File: src/poc_pkg.sv
// Package with register map, field layouts and timing constants of the on/off controller
package poc_pkg;

   // ************************************************************
   // Register offsets (byte addresses)
   // ************************************************************
   localparam logic [7:0] ADDR_GLOBAL_CONFIG_A = 8'h00;
   localparam logic [7:0] ADDR_GLOBAL_CONFIG_B = 8'h04;
   localparam logic [7:0] ADDR_RESET_CAUSE     = 8'h08;
   localparam logic [7:0] ADDR_INT_FLAGS       = 8'h0C;
   localparam logic [7:0] ADDR_INT_MASK        = 8'h10;
   localparam logic [7:0] ADDR_STATUS          = 8'h14;

   // ************************************************************
   // Field positions
   // ************************************************************
   // global_config_a: [1:0] wake_input_mode, [3:2] wake_debounce_time, [4] pullup_disable
   localparam int CFGA_MODE_LSB = 0;
   localparam int CFGA_DBT_LSB  = 2;
   localparam int CFGA_PUD_BIT  = 4;
   // global_config_b: [2:0] software_control_command (keeps the last value written)
   localparam int CFGB_CMD_LSB  = 0;
   // reset_cause_flags bits
   localparam int RCF_MANUAL_RESET_FLAG_BIT  = 0;
   localparam int RCF_UVLO_BIT  = 1;
   localparam int RCF_OVLO_BIT  = 2;
   localparam int RCF_THERMAL_OVERLOAD_FLAG_BIT = 3;
   // interrupt flag bits
   localparam int INT_WAKE_F_BIT = 0;
   localparam int INT_WAKE_R_BIT = 1;
   localparam int INT_NUM        = 2;

   // ************************************************************
   // Encodings and reset values
   // ************************************************************
   localparam logic [1:0] MODE_PUSH_BUTTON  = 2'h0;
   localparam logic [1:0] MODE_SLIDE_SWITCH = 2'h1;
   localparam logic [1:0] MODE_LOGIC        = 2'h2;
   localparam logic [2:0] CMD_COLD_RESET    = 3'h1;
   localparam logic [2:0] CMD_POWER_OFF     = 3'h2;
   localparam logic [2:0] CMD_STANDBY       = 3'h3;
   localparam logic [2:0] CMD_EXIT_STANDBY  = 3'h4;
   localparam logic [4:0] CFGA_RESET        = 5'h02;
   localparam logic [1:0] INT_MASK_RESET    = 2'h3;

   // ************************************************************
   // Timing
   // ************************************************************
   localparam int CLK_HZ          = 50_000_000;
   localparam int DEBOUNCE_US_0   = 100;
   localparam int DEBOUNCE_CYC_0  = (DEBOUNCE_US_0 * (CLK_HZ / 1_000_000));
   localparam int MANUAL_RESET_FLAG_HOLD_S     = 8;
   localparam longint MANUAL_RESET_FLAG_HOLD_CYC = longint'(MANUAL_RESET_FLAG_HOLD_S) * longint'(CLK_HZ);
   localparam int SEQ_STEP_CYC    = 16;

   // ************************************************************
   // Controller states
   // ************************************************************
   typedef enum logic [2:0] {
      ST_RESET     = 3'b000,
      ST_SHUTDOWN  = 3'b001,
      ST_CHECK     = 3'b011,
      ST_POWER_UP  = 3'b010,
      ST_RES_ON    = 3'b110,
      ST_POWER_DN  = 3'b111,
      ST_STANDBY   = 3'b101
   } poc_state_t;

endpackage : poc_pkg

File: src/poc_controller.sv
// On/off controller: wake input handling, manual reset, standby and power states
//
// Overview of operation
// - Push-button: low held hold-time powers down.
// - Slide-switch: high held hold-time powers down.
// - Logic mode: high input powers down at once.
// - Every manual reset sets manual reset flag.
// - Manual reset works only in Resource On.
// - Debounce both edges over full period.
// - Pullup disable 0 enables pullup, 1 floats.
// - Unmasked interrupt drives open-drain output low.
// - Masks come up set; host clears wanted ones.
// - Shutdown: bias, port off; flags retained.
// - Wake on edge, low level, or wake flag.
// - Power up only with no fault flags.
// - Resource On after power-up completes.
// - Held reset below POR, then Shutdown.
// - Standby command powers down into Standby.
// - Exit-standby command returns to Resource On.
// - Host powers off by command or input.
// - Mode 0 button, 1 slide, 2 logic.
// - Debounce length set by programmable setting.
// - Cold reset, power-off, manual reset request down.
// - Standby keeps forced outputs, bias, port on.
`timescale 1ns/10ps
`default_nettype none
module poc_controller
   import poc_pkg::*;
#(
   parameter longint MANUAL_RESET_FLAG_HOLD  = MANUAL_RESET_FLAG_HOLD_CYC,
   parameter int     DB_CYC_0   = DEBOUNCE_CYC_0,
   parameter int     SEQ_CYC    = SEQ_STEP_CYC,
   parameter logic [1:0] MASK_INIT = INT_MASK_RESET
) (
   input  wire logic       clk,
   input  wire logic       srst,
   input  wire logic       por_active,
   input  wire logic       uvlo_in,
   input  wire logic       ovlo_in,
   input  wire logic       thermal_overload_flag_in,
   input  wire logic       active_low_wake_input,
   input  wire logic [7:0] reg_addr,
   input  wire logic [7:0] reg_wdata,
   input  wire logic       reg_wr,
   input  wire logic       reg_rd,
   output logic      [7:0] reg_rdata,
   output logic            interrupt_request_out_n_o,
   output logic            interrupt_request_out_n_oe,
   output logic            pullup_enable,
   output logic            bias_enable,
   output logic            port_enable,
   output logic            seq_outputs_enable,
   output logic            forced_outputs_enable
);

   // ************************************************************
   // Input synchronisers
   // ************************************************************
   logic [4:0] sync1;
   logic [4:0] sync2;
   always_ff @(posedge clk) begin
      if (srst) begin
         sync1 <= 5'h18; // Faults idle low: no false cause flags
         sync2 <= 5'h18;
      end else begin
         sync1 <= {active_low_wake_input, por_active, uvlo_in, ovlo_in, thermal_overload_flag_in};
         sync2 <= sync1;
      end
   end
   logic wake_s, por_s, uvlo_s, ovlo_s, thermal_overload_flag_s;
   assign {wake_s, por_s, uvlo_s, ovlo_s, thermal_overload_flag_s} = sync2;

   // ************************************************************
   // Registers and state declarations
   // ************************************************************
   logic [4:0]             global_config_a, next_global_config_a;
   logic [2:0]             global_config_b, next_global_config_b;
   logic [3:0]             reset_cause_flags, next_reset_cause_flags;
   logic [INT_NUM-1:0]     int_flags, next_int_flags;
   logic [INT_NUM-1:0]     int_mask, next_int_mask;
   logic [7:0]             next_reg_rdata;
   poc_state_t             state, next_state;
   logic [32:0]            hold_cnt, next_hold_cnt;
   logic [15:0]            seq_cnt, next_seq_cnt;
   logic                   wake_flag, next_wake_flag;
   logic                   to_standby, next_to_standby;
   logic                   filt, filt_d, next_filt_d;
   logic [23:0]            db_period;

   wire logic [1:0] mode = global_config_a[CFGA_MODE_LSB +: 2];
   wire logic [1:0] dbt  = global_config_a[CFGA_DBT_LSB +: 2];
   wire logic       is_logic = (mode == MODE_LOGIC);

   // Debounce length doubles per setting step
   always_comb begin
      db_period = 24'(DB_CYC_0) << dbt;
   end

   poc_debounce #(
      .CNT_W (24)
   ) u_debounce (
      .clk      (clk),
      .srst     (srst),
      .raw_in   (wake_s),
      .bypass   (is_logic),
      .period   (db_period),
      .filt_out (filt)
   );

   wire logic fall_ev = filt_d & ~filt;
   wire logic rise_ev = ~filt_d & filt;
   wire logic cmd_wr  = reg_wr && (reg_addr == ADDR_GLOBAL_CONFIG_B);
   wire logic [2:0] cmd = reg_wdata[CFGB_CMD_LSB +: 3];
   wire logic faults  = uvlo_s | ovlo_s | thermal_overload_flag_s;

   // ************************************************************
   // Manual reset detection
   // ************************************************************
   logic manual_reset_flag_hit;
   logic manual_reset_flag_active_lvl;
   always_comb begin
      manual_reset_flag_hit = 1'b0;
      // Slide switch: idle is low, so high is the reset level
      manual_reset_flag_active_lvl = (mode == MODE_SLIDE_SWITCH) ? filt : ~filt;
      next_hold_cnt = '0;
      if (state == ST_RES_ON) begin
         if (is_logic) begin
            manual_reset_flag_hit = filt;
         end else if (manual_reset_flag_active_lvl) begin
            if (hold_cnt >= 33'(MANUAL_RESET_FLAG_HOLD - 1)) begin
               manual_reset_flag_hit = 1'b1;
            end else begin
               next_hold_cnt = hold_cnt + 1'b1;
            end
         end
         // Idle level leaves next_hold_cnt at zero: restart
      end
   end

   // ************************************************************
   // Controller state machine
   // ************************************************************
   logic wake_req;
   always_comb begin
      next_state     = state;
      next_seq_cnt   = '0;
      next_wake_flag = wake_flag;
      next_to_standby = to_standby;
      // Debounced edge in switch modes, low level in logic mode
      wake_req = is_logic ? ~filt : fall_ev;
      case (state)
         ST_RESET: begin
            if (!por_s) begin
               next_state = ST_SHUTDOWN;
            end
         end
         ST_SHUTDOWN: begin
            if (wake_req || wake_flag) begin
               next_state     = ST_CHECK;
               next_wake_flag = 1'b0;
            end
         end
         ST_CHECK: begin
            next_state = faults ? ST_SHUTDOWN : ST_POWER_UP;
         end
         ST_POWER_UP: begin
            next_seq_cnt = seq_cnt + 1'b1;
            if (faults) begin
               next_state = ST_SHUTDOWN;
            end else if (seq_cnt >= 16'(SEQ_CYC - 1)) begin
               next_state = ST_RES_ON;
            end
         end
         ST_RES_ON: begin
            // Decided here so a stale command value never redirects a manual reset
            next_to_standby = !manual_reset_flag_hit && cmd_wr && (cmd == CMD_STANDBY);
            if (faults) begin
               next_state = ST_SHUTDOWN;
            end else if (manual_reset_flag_hit) begin
               next_state = ST_POWER_DN;
            end else if (cmd_wr && (cmd == CMD_COLD_RESET)) begin
               next_state     = ST_POWER_DN;
               next_wake_flag = 1'b1;
            end else if (cmd_wr && (cmd == CMD_POWER_OFF)) begin
               next_state = ST_POWER_DN;
            end else if (cmd_wr && (cmd == CMD_STANDBY)) begin
               next_state = ST_POWER_DN;
            end
         end
         ST_POWER_DN: begin
            next_seq_cnt = seq_cnt + 1'b1;
            if (seq_cnt >= 16'(SEQ_CYC - 1)) begin
               next_state = to_standby ? ST_STANDBY : ST_SHUTDOWN;
            end
         end
         ST_STANDBY: begin
            if (faults) begin
               next_state = ST_SHUTDOWN;
            end else if ((cmd_wr && (cmd == CMD_EXIT_STANDBY)) || (!is_logic && fall_ev)) begin
               next_state = ST_CHECK;
            end
         end
         default: begin
            next_state = ST_RESET;
         end
      endcase
      if (por_s) begin
         next_state = ST_RESET;
      end
   end

   // ************************************************************
   // Register file next values
   // ************************************************************
   always_comb begin
      next_global_config_a   = global_config_a;
      next_global_config_b   = global_config_b;
      next_reset_cause_flags = reset_cause_flags;
      next_int_mask          = int_mask;
      next_int_flags         = int_flags;
      next_reg_rdata         = 8'h00;
      next_filt_d            = filt;
      // Writes are ignored while bias is off, though reads still answer; flags kept anyway
      if (reg_wr && port_enable) begin
         case (reg_addr)
            ADDR_GLOBAL_CONFIG_A: next_global_config_a = reg_wdata[4:0];
            ADDR_GLOBAL_CONFIG_B: next_global_config_b = cmd;
            ADDR_RESET_CAUSE:     next_reset_cause_flags = reset_cause_flags & ~reg_wdata[3:0];
            ADDR_INT_FLAGS:       next_int_flags = int_flags & ~reg_wdata[INT_NUM-1:0];
            ADDR_INT_MASK:        next_int_mask = reg_wdata[INT_NUM-1:0];
            default: ;
         endcase
      end
      // Hardware sets win over software clears
      if (manual_reset_flag_hit) begin
         next_reset_cause_flags[RCF_MANUAL_RESET_FLAG_BIT] = 1'b1;
      end
      if (uvlo_s) next_reset_cause_flags[RCF_UVLO_BIT] = 1'b1;
      if (ovlo_s) next_reset_cause_flags[RCF_OVLO_BIT] = 1'b1;
      if (thermal_overload_flag_s) next_reset_cause_flags[RCF_THERMAL_OVERLOAD_FLAG_BIT] = 1'b1;
      if (fall_ev) next_int_flags[INT_WAKE_F_BIT] = 1'b1;
      if (rise_ev) next_int_flags[INT_WAKE_R_BIT] = 1'b1;
      if (reg_rd) begin
         case (reg_addr)
            ADDR_GLOBAL_CONFIG_A: next_reg_rdata = {3'h0, global_config_a};
            ADDR_GLOBAL_CONFIG_B: next_reg_rdata = {5'h00, global_config_b};
            ADDR_RESET_CAUSE:     next_reg_rdata = {4'h0, reset_cause_flags};
            ADDR_INT_FLAGS:       next_reg_rdata = {6'h00, int_flags};
            ADDR_INT_MASK:        next_reg_rdata = {6'h00, int_mask};
            ADDR_STATUS:          next_reg_rdata = {4'h0, filt, state};
            default:              next_reg_rdata = 8'h00;
         endcase
      end
   end

   // ************************************************************
   // Registers
   // ************************************************************
   // srst is the chip reset; the cause flags survive shutdown
   always_ff @(posedge clk) begin
      if (srst) begin
         state             <= ST_RESET;
         hold_cnt          <= '0;
         seq_cnt           <= '0;
         wake_flag         <= 1'b0;
         to_standby        <= 1'b0;
         filt_d            <= 1'b1;
         global_config_a   <= CFGA_RESET;
         global_config_b   <= 3'h0;
         reset_cause_flags <= 4'h0;
         int_flags         <= '0;
         int_mask          <= MASK_INIT;
         reg_rdata         <= 8'h00;
      end else begin
         state             <= next_state;
         hold_cnt          <= next_hold_cnt;
         seq_cnt           <= next_seq_cnt;
         wake_flag         <= next_wake_flag;
         to_standby        <= next_to_standby;
         filt_d            <= next_filt_d;
         global_config_a   <= next_global_config_a;
         global_config_b   <= next_global_config_b;
         reset_cause_flags <= next_reset_cause_flags;
         int_flags         <= next_int_flags;
         int_mask          <= next_int_mask;
         reg_rdata         <= next_reg_rdata;
      end
   end

   // ************************************************************
   // Registered outputs
   // ************************************************************
   always_ff @(posedge clk) begin
      if (srst) begin
         interrupt_request_out_n_o  <= 1'b0;
         interrupt_request_out_n_oe <= 1'b0;
         pullup_enable              <= 1'b0;
         bias_enable                <= 1'b0;
         port_enable                <= 1'b0;
         seq_outputs_enable         <= 1'b0;
         forced_outputs_enable      <= 1'b0;
      end else begin
         interrupt_request_out_n_o  <= 1'b0;
         interrupt_request_out_n_oe <= |(next_int_flags & ~next_int_mask);
         pullup_enable              <= ~next_global_config_a[CFGA_PUD_BIT];
         bias_enable                <= (next_state != ST_SHUTDOWN) && (next_state != ST_RESET);
         port_enable                <= (next_state != ST_SHUTDOWN) && (next_state != ST_RESET);
         seq_outputs_enable         <= (next_state == ST_RES_ON);
         forced_outputs_enable      <= (next_state == ST_RES_ON) || (next_state == ST_STANDBY);
      end
   end

endmodule : poc_controller
`default_nettype wire

File: src/poc_debounce.sv
// Two-edge debounce filter for the wake input
`timescale 1ns/10ps
`default_nettype none
module poc_debounce
   import poc_pkg::*;
#(
   parameter int CNT_W = 24
) (
   input  wire logic             clk,
   input  wire logic             srst,
   input  wire logic             raw_in,
   input  wire logic             bypass,
   input  wire logic [CNT_W-1:0] period,
   output var  logic             filt_out
);

   logic [CNT_W-1:0] cnt;
   logic [CNT_W-1:0] next_cnt;
   logic             next_filt_out;

   // Output follows after a full stable period, both edges; at once when bypassed
   always_comb begin
      next_cnt      = '0;
      next_filt_out = filt_out;
      if (bypass) begin
         next_filt_out = raw_in;
      end else if (raw_in != filt_out) begin
         if (cnt >= period - 1'b1) begin
            next_filt_out = raw_in;
         end else begin
            next_cnt = cnt + 1'b1;
         end
      end
   end

   // Idle level high: input is active low
   always_ff @(posedge clk) begin
      if (srst) begin
         cnt      <= '0;
         filt_out <= 1'b1;
      end else begin
         cnt      <= next_cnt;
         filt_out <= next_filt_out;
      end
   end

endmodule : poc_debounce
`default_nettype wire

File: config.mk
export PLATFORM = sky130hd
export DESIGN_NAME = poc_controller
export DESIGN_NICKNAME = d
export VERILOG_FILES = /design/src/poc_pkg.sv /design/src/poc_controller.sv /design/src/poc_debounce.sv
export SDC_FILE = /design/constraint.sdc
export NUM_CORES = 1
export LEC_CHECK = 0
export BUFFER_PORTS_ARGS = -buffer_cell sky130_fd_sc_hd__buf_2
export CELL_PAD_IN_SITES_DETAIL_PLACEMENT = 2
export CELL_PAD_IN_SITES_GLOBAL_PLACEMENT = 2
export CORE_UTILIZATION = 35
export CTS_BUF_LIST = sky130_fd_sc_hd__clkbuf_4 sky130_fd_sc_hd__clkbuf_8
export CTS_CLUSTER_DIAMETER = 100
export CTS_CLUSTER_SIZE = 40
export DETAILED_ROUTE_END_ITERATION = 10
export GPL_TIMING_DRIVEN = 0
export HOLD_SLACK_MARGIN = 0.1
export MAX_ROUTING_LAYER = met4
export PLACE_DENSITY_LB_ADDON = 0.08
export SYNTH_ARGS = -nofsm -noshare
export SYNTH_HDL_FRONTEND = slang
export SYNTH_SLANG_ARGS = --single-unit
File: constraint.sdc
create_clock -name clk -period 2.34 [get_ports clk]
set_clock_uncertainty 0.05 [all_clocks]
set_input_delay 0.351 -clock clk [delete_from_list [all_inputs] [get_ports clk]]
set_output_delay 0.351 -clock clk [all_outputs]
set_load 0.005 [all_outputs]
==> results, run 1 <==
- The run finished with clean final reports.
- Buffers inserted during clock tree synthesis total 17.
- The number of clock sinks is about 120.
- The HPWL after detailed placement is a little over 10 mm.
- The global-route total usage across every layer is 0.2023.
- After detailed routing, the number of remaining DRC violations is 0.
- The power density over the cells is approximately 660 nW/um^2.
- The total number of placement rows is 45.
- The max-capacitance violation count is 0.
- The beginning of the worst register-to-register path is global_config_a[2]$_SDFFE_PP0P_.
- The longest individual stage delay on the worst path is roughly 0.4 ns.
- The repair_antennas step left the layout with diodes totalling 0.
- The CTS tree is done.
- The final hold violation count came to 0.
- The start point of the critical path is global_config_a[2]$_SDFFE_PP0P_.
- The die is between 100 and 150 um tall.
- The sequential share of the synthesized area is 0.4275.
- In this run the horizontal extent of the chip is between 100 and 150 um.
- The filler cells instantiated in the layout total around 1700.
- In this run the most used layer during global routing was met2.
- The register clock-pin slew on the reported worst setup and hold paths is roughly 0.070 ns.
- For this run, global-route usage on met2 was measured as 0.3627.
- The number of antenna violations at the first check in global routing came to 0.
- After synthesis, the share of flip-flops with an asynchronous set or reset is 0.
- At the end of routability-driven placement, the weighted congestion stood at a little under 0.8.
- The final worst setup slack is 0.1073 ns.
- The most used flip-flop cell after synthesis is dfxtp_1.
- The type of the most critical hold path is in2reg.
- At the pin with the least slew margin, the transition time is approximately 0.86 ns.
- The synthesis-to-finish area growth is 22.50%.
- The multi-input combinational cell area is 3144 um^2.
- In this run the number of cells on the critical path is 12.
- Once placement finished, the instance area stood at just under 6000 um^2.
- The destination of the worst register-to-register timing path is u_debounce.cnt[15]$_SDFF_PP0_.
- Setup violations remaining at the end of the flow were counted as 0.
- The first global-routing pass estimated 24.47 mm of wire.
- Static timing analysis puts the maximum clock frequency at between 400 and 500 MHz.
- Yosys mapped a number of flops with a built-in enable equal to 0.
- STA classifies the critical path endpoint as a flip-flop.
- At the placement stage, the worst setup path has a slack of -0.7414 ns.
- The initial standard-cell utilization of the core is 0.3574.
- Final hold analysis gives a worst-case slack of around 0.13 ns.
- The total vias in the final route is between 4000 and 5000.
- The clock reaches the later pin of the worst-skew pair after 0.44 ns.
- The number of warning messages in the yosys log is 0.
- The met3 track demand over resource is 0.04007.
- The cell that appears most often on the critical path is ha_1.
- In this run, placement finished with an instance count of around 840.
- The count of cell types in the netlist is between 50 and 60.
- Traced cell by cell, the critical path runs through buf_4, ha_1, inv_1, ha_1, ha_1, a21oi_2, o21ai_1, nand3_1, nand4_1, buf_6, clkbuf_8, nor2_1.
- The clock period minus worst slack is ~2.2 ns.
- The average via count per standard cell is roughly 5.1.
- The die covers approximately 16000 um^2.
- The total length of routed wires is 14.86 mm.
- The register-to-register path setup slack is between 0.1 and 0.15 ns.
- The antenna violation net count after detailed routing is 0.
- In the final design database the tool counted around 740 nets.
- The arrival time of the worst setup path is 2.56 ns.
- The via count of the first global-routing pass came to 5013.
- Setup repair after global routing could not meet its margin everywhere.
- The library cells used most frequently in the layout, excluding fill and tap cells, are 114 x dfxtp_1, 112 x nor2_1, 50 x nand2_1.
- The core region is ~15000 um^2.
- The last element of the critical path is u_debounce.cnt[15]$_SDFF_PP0_.
- Counting flops and latches in the post-synthesis netlist gives about 120.
- Together, buffers and inverters on the worst path number 4.
- For this run, global-route usage on met1 was measured as 0.2182.
- The startpoint of the most critical hold path is reg_wdata[3].
- The maximum fanout along the worst path is 10.
- The path type of the worst setup path is reg2reg.
- The number of detailed-route iterations in the first pass is 4.
- The final cell count without fillers is between 800 and 900.
- In this run the tightest slew margin relative to its limit is 0.4247.
- The fraction of the core area covered by cells at the end of the flow is 0.4378.
- The number of top-level pins is 40.
- After global routing the overflow that remains totals 0.
- The library cell used most frequently in the layout, excluding fill and tap cells, is dfxtp_1.
- The total count of max-transition violations in the final report is 0.
- In this run the cell area of the synthesized design comes to 5433 um^2.
- Synthesis produced about 600 cells.
- The post-route standard cell area excluding fillers is approximately 6700 um^2.
- The final routed wire length divided by cell count is between 15 and 20 um.
- The maximum clock path buffer count is 2.
- The reported leakage power is between 2 and 3 nW.
- The H-tree generated during clock tree synthesis spans 4 levels.
- The cell family contributing the most delay on the critical path is adder cells.
- The number of DRC markers in iteration 0 is about 120.
- The master of the slowest instance on the critical path is dfxtp_4.
- Counting cells, the worst reg-to-reg path comes to 12.
- Dividing the final minimum period by the clock period gives 0.9541.
- The total area of sequential cells is 2330 um^2.
- Across the VDD grid, the largest voltage drop is between 0.0003 and 0.0004 V.
- The startpoint type of the worst setup path is a flip-flop.
- The clock tree root buffer cell is clkbuf_8.
- A synthesized cell averages 8.862 um^2.
- The maximum number of pins on one net before global-route repair is 17.
- The endpoint required time on the critical path is approximately 2.7 ns.
- Port buffering added 31 buffers.
- The layout cell share with drive strength beyond 1 is 0.1760.
-- cell usage after synthesis (3+ instances only) --
cell | n | area share
nor2_1 | 114 | 0.079
a21oi_1 | 22 | 0.020
mux2_2 | 3 | 0.0062
buf_4 | 5 | 0.0069
and3_1 | 16 | 0.018
nand2_1 | 50 | 0.035
nand4_1 | 21 | 0.024
o21ai_0 | 7 | 0.0064
and2_1 | 4 | 0.0046
nor4_1 | 11 | 0.013
nand3_1 | 28 | 0.026
inv_1 | 18 | 0.012
xnor2_1 | 25 | 0.040
or2_2 | 4 | 0.0046
nor2b_1 | 13 | 0.015
and4_1 | 7 | 0.011
ha_1 | 30 | 0.069
xor2_1 | 41 | 0.066
or3_1 | 4 | 0.0046
clkbuf_1 | 16 | 0.011
dfxtp_1 | 116 | 0.43
nor3_1 | 6 | 0.0055
mux2i_1 | 10 | 0.018
-- stage by stage --
stage	total power, W	setup TNS [ns]
after floorplan	0.002104	0
after global placement	0.002151	-16.24
after detailed placement	0.002156	-19.27
after CTS	0.004450	0
after global routing	0.004549	-0.3714
final	0.004378	0
-- worst min-delay path, cell delays in order --
cell and delay [ns]:
buf_2 0.09, mux2i_1 0.06, nor2_1 0.08
-- final cells by class --
class,instances,share of cell area
buffer,21,0.01880
clock buffer,18,0.03723
clock inverter,14,0.03459
inverter,18,0.01090
multi-input combinational,469,0.4725
sequential,116,0.3501
tap,188,0.03535
timing repair buffer,43,0.04061
-- report_power, final --
group / internal, W / switching [W] / leakage (nW) / total (W)
sequential: 0.00199 / 0.00000722 / 0.941 / 0.00200
combinational: 0.0000517 / 0.0000732 / 1.33 / 0.000125
clock: 0.00140 / 0.000857 / 0.243 / 0.00226
total: 0.00344 / 0.000938 / 2.52 / 0.00438
-- logic make-up after synthesis --
kind of cell	synth area share
compound gates	0.06403
xor+xnor	0.1064
fa+ha+maj	0.06909
buf+inv	0.03132
flops	0.4275
mux	0.03293
other cells	0.001382
simple gates	0.2674
-- how the worst min path moves through the flow --
stage | end | slack, ns | cells past startpoint
2_1_floorplan | sync2[3]$_SDFF_PP1_ | 0.34 | 1
3_3_place_gp | sync2[4]$_SDFF_PP1_ | 0.35 | 1
3_5_place_dp | sync2[4]$_SDFF_PP1_ | 0.36 | 1
4_1_cts | global_config_a[3]$_SDFFE_PP0P_ | 0.10 | 3
5_1_grt | global_config_a[3]$_SDFFE_PP0P_ | 0.12 | 3
6_report | global_config_a[3]$_SDFFE_PP0P_ | 0.13 | 3
-- flip-flops by register name (all words and copies together), names as in the netlist, 3 cells and up --
signal / count
global_config_a: 5
state: 3
u_debounce.cnt: 24
reg_rdata: 5
sync2: 5
global_config_b: 3
reset_cause_flags: 4
sync1: 5
seq_cnt: 16
hold_cnt: 33
-- layer usage --
metal	part of all wire	vias up
met5	0	-
met4	0.016	0
met3	0.020	18
met2	0.53	39
met1	0.43	2263
li1	-	2235
-- repair_timing --
action	4_1_cts	5_1_grt
setup endpoints to repair	46	49
cloned	1	0
endpoints found under the hold margin	6	0
resized for setup	24	29
buffers inserted	3	2
hold buffers	6	0
pin swaps	1	5
(Power assumes the default switching activity.)
==> inputs of run 2 (changes only) <==
--- a/config.mk
+++ b/config.mk
@@ -15,7 +15,6 @@
 export DETAILED_ROUTE_END_ITERATION = 10
 export GPL_TIMING_DRIVEN = 0
 export HOLD_SLACK_MARGIN = 0.1
-export MAX_ROUTING_LAYER = met4
 export PLACE_DENSITY_LB_ADDON = 0.08
 export SYNTH_ARGS = -nofsm -noshare
 export SYNTH_HDL_FRONTEND = slang
==> run 2 against run 1 <==
Final area hardly changed. Setup slack hardly changed. Critical path depth stayed put. Count of clock-buffer cells in the layout stayed put. Core utilization hardly changed. Non-clock buffer count stayed put. Register-to-register slack hardly changed. Sequential cell count stayed put. Via count hardly changed. First-iteration DRC count is 1.6% higher.
==> results, run 2 (synthesized netlist as in run 1, its figures left out) <==
- The register containing the most flip-flops in the final layout is hold_cnt.
- The antenna violation net count after detailed routing is 0 (unchanged).
- The type of the most critical hold path is in2reg.
- The port buffer count is 31 (unchanged).
- The HPWL after detailed placement is 10.39 mm (unchanged).
- The startpoint type of the worst setup path is a flip-flop.
- The post-route standard cell area excluding fillers is 6658 um^2 (about the same).
- By startpoint and endpoint, the worst setup path is classified as reg2reg.
- The total chip power is 0.004379 W (about the same).
- The number of DRC markers in iteration 0 is 124 (+1.6%).
- The maximum number of pins on one net before global-route repair is 17 (unchanged).
- The final routed wire length divided by cell count came to 16.74 um (-0.11%).
- The number of logic stages on the critical path including buffering is 12 (unchanged).
- The maximum fanout along the worst path is 10 (unchanged).
- The number of clock sinks is 116 (unchanged).
- The largest registers in the layout are hold_cnt x33, u_debounce.cnt x24, seq_cnt x16.
- The global-route total usage across every layer is 0.1965 (-0.005765).
- Following the worst setup path forward leads to its endpoint at u_debounce.cnt[15]$_SDFF_PP0_.
- The final hold violation count is 0 (unchanged).
- The worst hold path begins at reg_wdata[3].
- The maximum clock path buffer count is 2 (unchanged).
- The total count of max-transition violations in the final report is 0 (unchanged).
- The clock tree root buffer cell is clkbuf_8.
- The area of the die is 16020 um^2 (unchanged).
- The total cell area at the placement stage is 5868 um^2 (unchanged).
- Traced cell by cell, the critical path runs through buf_4, ha_1, inv_1, ha_1, ha_1, a21oi_2, o21ai_1, nand3_1, nand4_1, buf_6, clkbuf_8, nor2_1.
- The maximum clock frequency is 447.9 MHz (about the same).
- The clock period minus worst slack is 2.232 ns (-0.0002330 ns).
- The number of buffers and inverters on the critical path is 4 (unchanged).
- The average via count per standard cell is 5.134 (about the same).
- The register clock-pin slew on the reported worst setup and hold paths is 0.07 ns (about the same).
- The layout cell share with drive strength beyond 1 is 0.1760 (unchanged).
- The arrival time of the worst setup path was 2.56 ns (about the same).
- The highest metal layer with signal wires is met4.
- The total length of routed wires came to 14.85 mm (-0.11%).
- The relative max-transition margin is 0.4309 (+0.006268).
- The total number of nets in the final design is 741 (unchanged).
- The via count of the first global-routing pass is 5023 (+0.20%).
- The worst setup path is captured at a flip-flop.
- The number of cell instances on the worst register-to-register path was 12 (unchanged).
- The synthesis-to-finish area growth was 22.55% (about the same).
- Among cell families on the critical path, the largest total delay comes from adder cells.
- The total clock buffers created by CTS is 17 (unchanged).
- The master of the slowest instance on the critical path is dfxtp_4.
- The number of H-tree branching levels is 4 (unchanged).
- The reported leakage power is 2.520 nW (about the same).
- Setup repair after global routing could not meet its margin everywhere.
- The total vias in the final route is 4554 (-0.022%).
- The actual slew at the worst max-slew pin is 0.8458 ns (-0.009316 ns).
- The chip height is 126.6 um (unchanged).
- The number of top-level pins is 40 (unchanged).
- The routed metal-1 wirelength is 6.446 mm (about the same).
- The endpoint required time on the critical path is 2.67 ns (about the same).
- The longest individual stage delay on the worst path is 0.40 ns (about the same).
- The worst-skew pair later-pin latency came to 0.44 ns (about the same).
- In this run the critical register-to-register path is captured at u_debounce.cnt[15]$_SDFF_PP0_.
- The total DRC errors in the routed layout was 0 (unchanged).
- The flow ran to the end, and the final reports show no timing, DRC or antenna violations.
- The routed length on met2 is 7.853 mm (-0.27%).
- The number of antenna violations at the first check in global routing was 0 (unchanged).
- The initial standard-cell utilization of the core is 0.3574 (unchanged).
- The number of cells on the worst hold path came to 3 (unchanged).
- TritonCTS built the clock tree.
- Tracing the worst setup path back leads to its startpoint at global_config_a[2]$_SDFFE_PP0P_.
- The total number of placement rows was 45 (unchanged).
- The final estimated routing congestion in global placement is 0.7603 (-1.3%).
- Leaving out fill and tap cells, the most frequent cells in the layout are 114 x dfxtp_1, 112 x nor2_1, 50 x nand2_1.
- The startpoint identified for the worst register-to-register timing path is global_config_a[2]$_SDFFE_PP0P_.
- The max-capacitance violation count was 0 (unchanged).
- The sum of overflow across all layers after global routing is 0 (unchanged).
- The power density over the cells is 657.8 nW/um^2 (about the same).
- The flip-flop count of the largest register, all copies and words added is 33 (unchanged).
- The number of detailed-route iterations in the first pass was 4 (unchanged).
- The register-to-register path setup slack came to 0.11 ns (about the same).
- The cell occurring most often along the worst timing path is ha_1.
- The wire length of the first global-routing pass is 24.50 mm (+0.11%).
- The count of fill cells added during filler insertion is 1667 (+0.060%).
- The number of antenna repair diodes is 0 (unchanged).
- The total met3 wirelength after detailed routing is 292 um (-1.7%).
- The final-report setup violation count was 0 (unchanged).
- The worst supply voltage drop on vdd was 0.0003885 V (about the same).
- The period utilization is 0.9540 (about the same).
- The die outline width was 126.6 um (unchanged).
- The standard cell core area is 15200 um^2 (unchanged).
- The most common library cell in the layout ignoring fill and taps is dfxtp_1.
==> run 2: changes by cell type in the layout (fill, tap and decap cells not counted), sizes merged <==
cell,change
buf,-1
clkbuf,+1
==> run 2: timing repair <==
| action | in CTS | in global routing |
|---|---|---|
| resized for setup | 24 | 30 |
| setup endpoints to repair | 46 | 49 |
| hold buffers | 6 | 0 |
| cloned | 1 | 0 |
| pin swaps | 1 | 5 |
| setup buffers | 3 | 2 |
| endpoints found under the hold margin | 6 | 0 |
==> run 2: worst register-to-register path, delay by kind of cell (launching register included) <==
kind	cells	cell delay, ns
and+or+nand+nor	3	0.30
buffers and inverters	4	0.50
AOI/OAI and AO/OA	2	0.21
DFF	1	0.40
adders and majority gates	3	0.72
==> run 2: cell type report <==
type | count | area (um^2) | area share
Multi-Input combinational cell | 469 | 3144 | 0.4723
Sequential cell | 116 | 2330 | 0.3499
Timing Repair Buffer | 43 | 270.3 | 0.04059
Clock buffer | 18 | 247.7 | 0.03721
Tap cell | 188 | 235.2 | 0.03533
Clock inverter | 14 | 230.2 | 0.03458
Buffer | 21 | 127.6 | 0.01917
Inverter | 18 | 72.57 | 0.01090
==> run 2: worst min path at each step <==
stage                                      end  slack [ns]
2_1_floorplan              sync2[3]$_SDFF_PP1_        0.34
3_3_place_gp               sync2[4]$_SDFF_PP1_        0.35
3_5_place_dp               sync2[4]$_SDFF_PP1_        0.36
4_1_cts        global_config_a[3]$_SDFFE_PP0P_        0.10
5_1_grt        global_config_a[3]$_SDFFE_PP0P_        0.12
6_report       global_config_a[3]$_SDFFE_PP0P_        0.13
==> run 2: report_power, final <==
group	leakage [nW]	switching [W]	internal [W]
Clock	0.243	0.000859	0.00140
Sequential	0.941	0.00000723	0.00199
Combinational	1.34	0.0000733	0.0000517
==> run 2: per-layer routing <==
metal	track usage	vias to the layer above
li1	-	2235
met1	0.2192	2259
met2	0.3620	40
met5	0	-
met3	0.04007	20
met4	0.08221	0
==> run 2: stage by stage <==
| stage | cells | setup WS [ns] | hold slack (ns) | TNS, ns | util |
|---|---|---|---|---|---|
| 2_1_floorplan | 625 | 0.06305 | 0.3395 | 0 | - |
| 3_3_place_gp | 844 | -0.6643 | 0.3473 | -16.24 | 0.3860 |
| 5_1_grt | 887 | -0.03184 | 0.1205 | -0.3685 | 0.4379 |
| 3_5_place_dp | 844 | -0.7414 | 0.3558 | -19.27 | 0.3860 |
| 6_report | 887 | 0.1075 | 0.1267 | 0 | 0.4379 |
| 4_1_cts | 886 | 0.004394 | 0.1038 | 0 | 0.4302 |
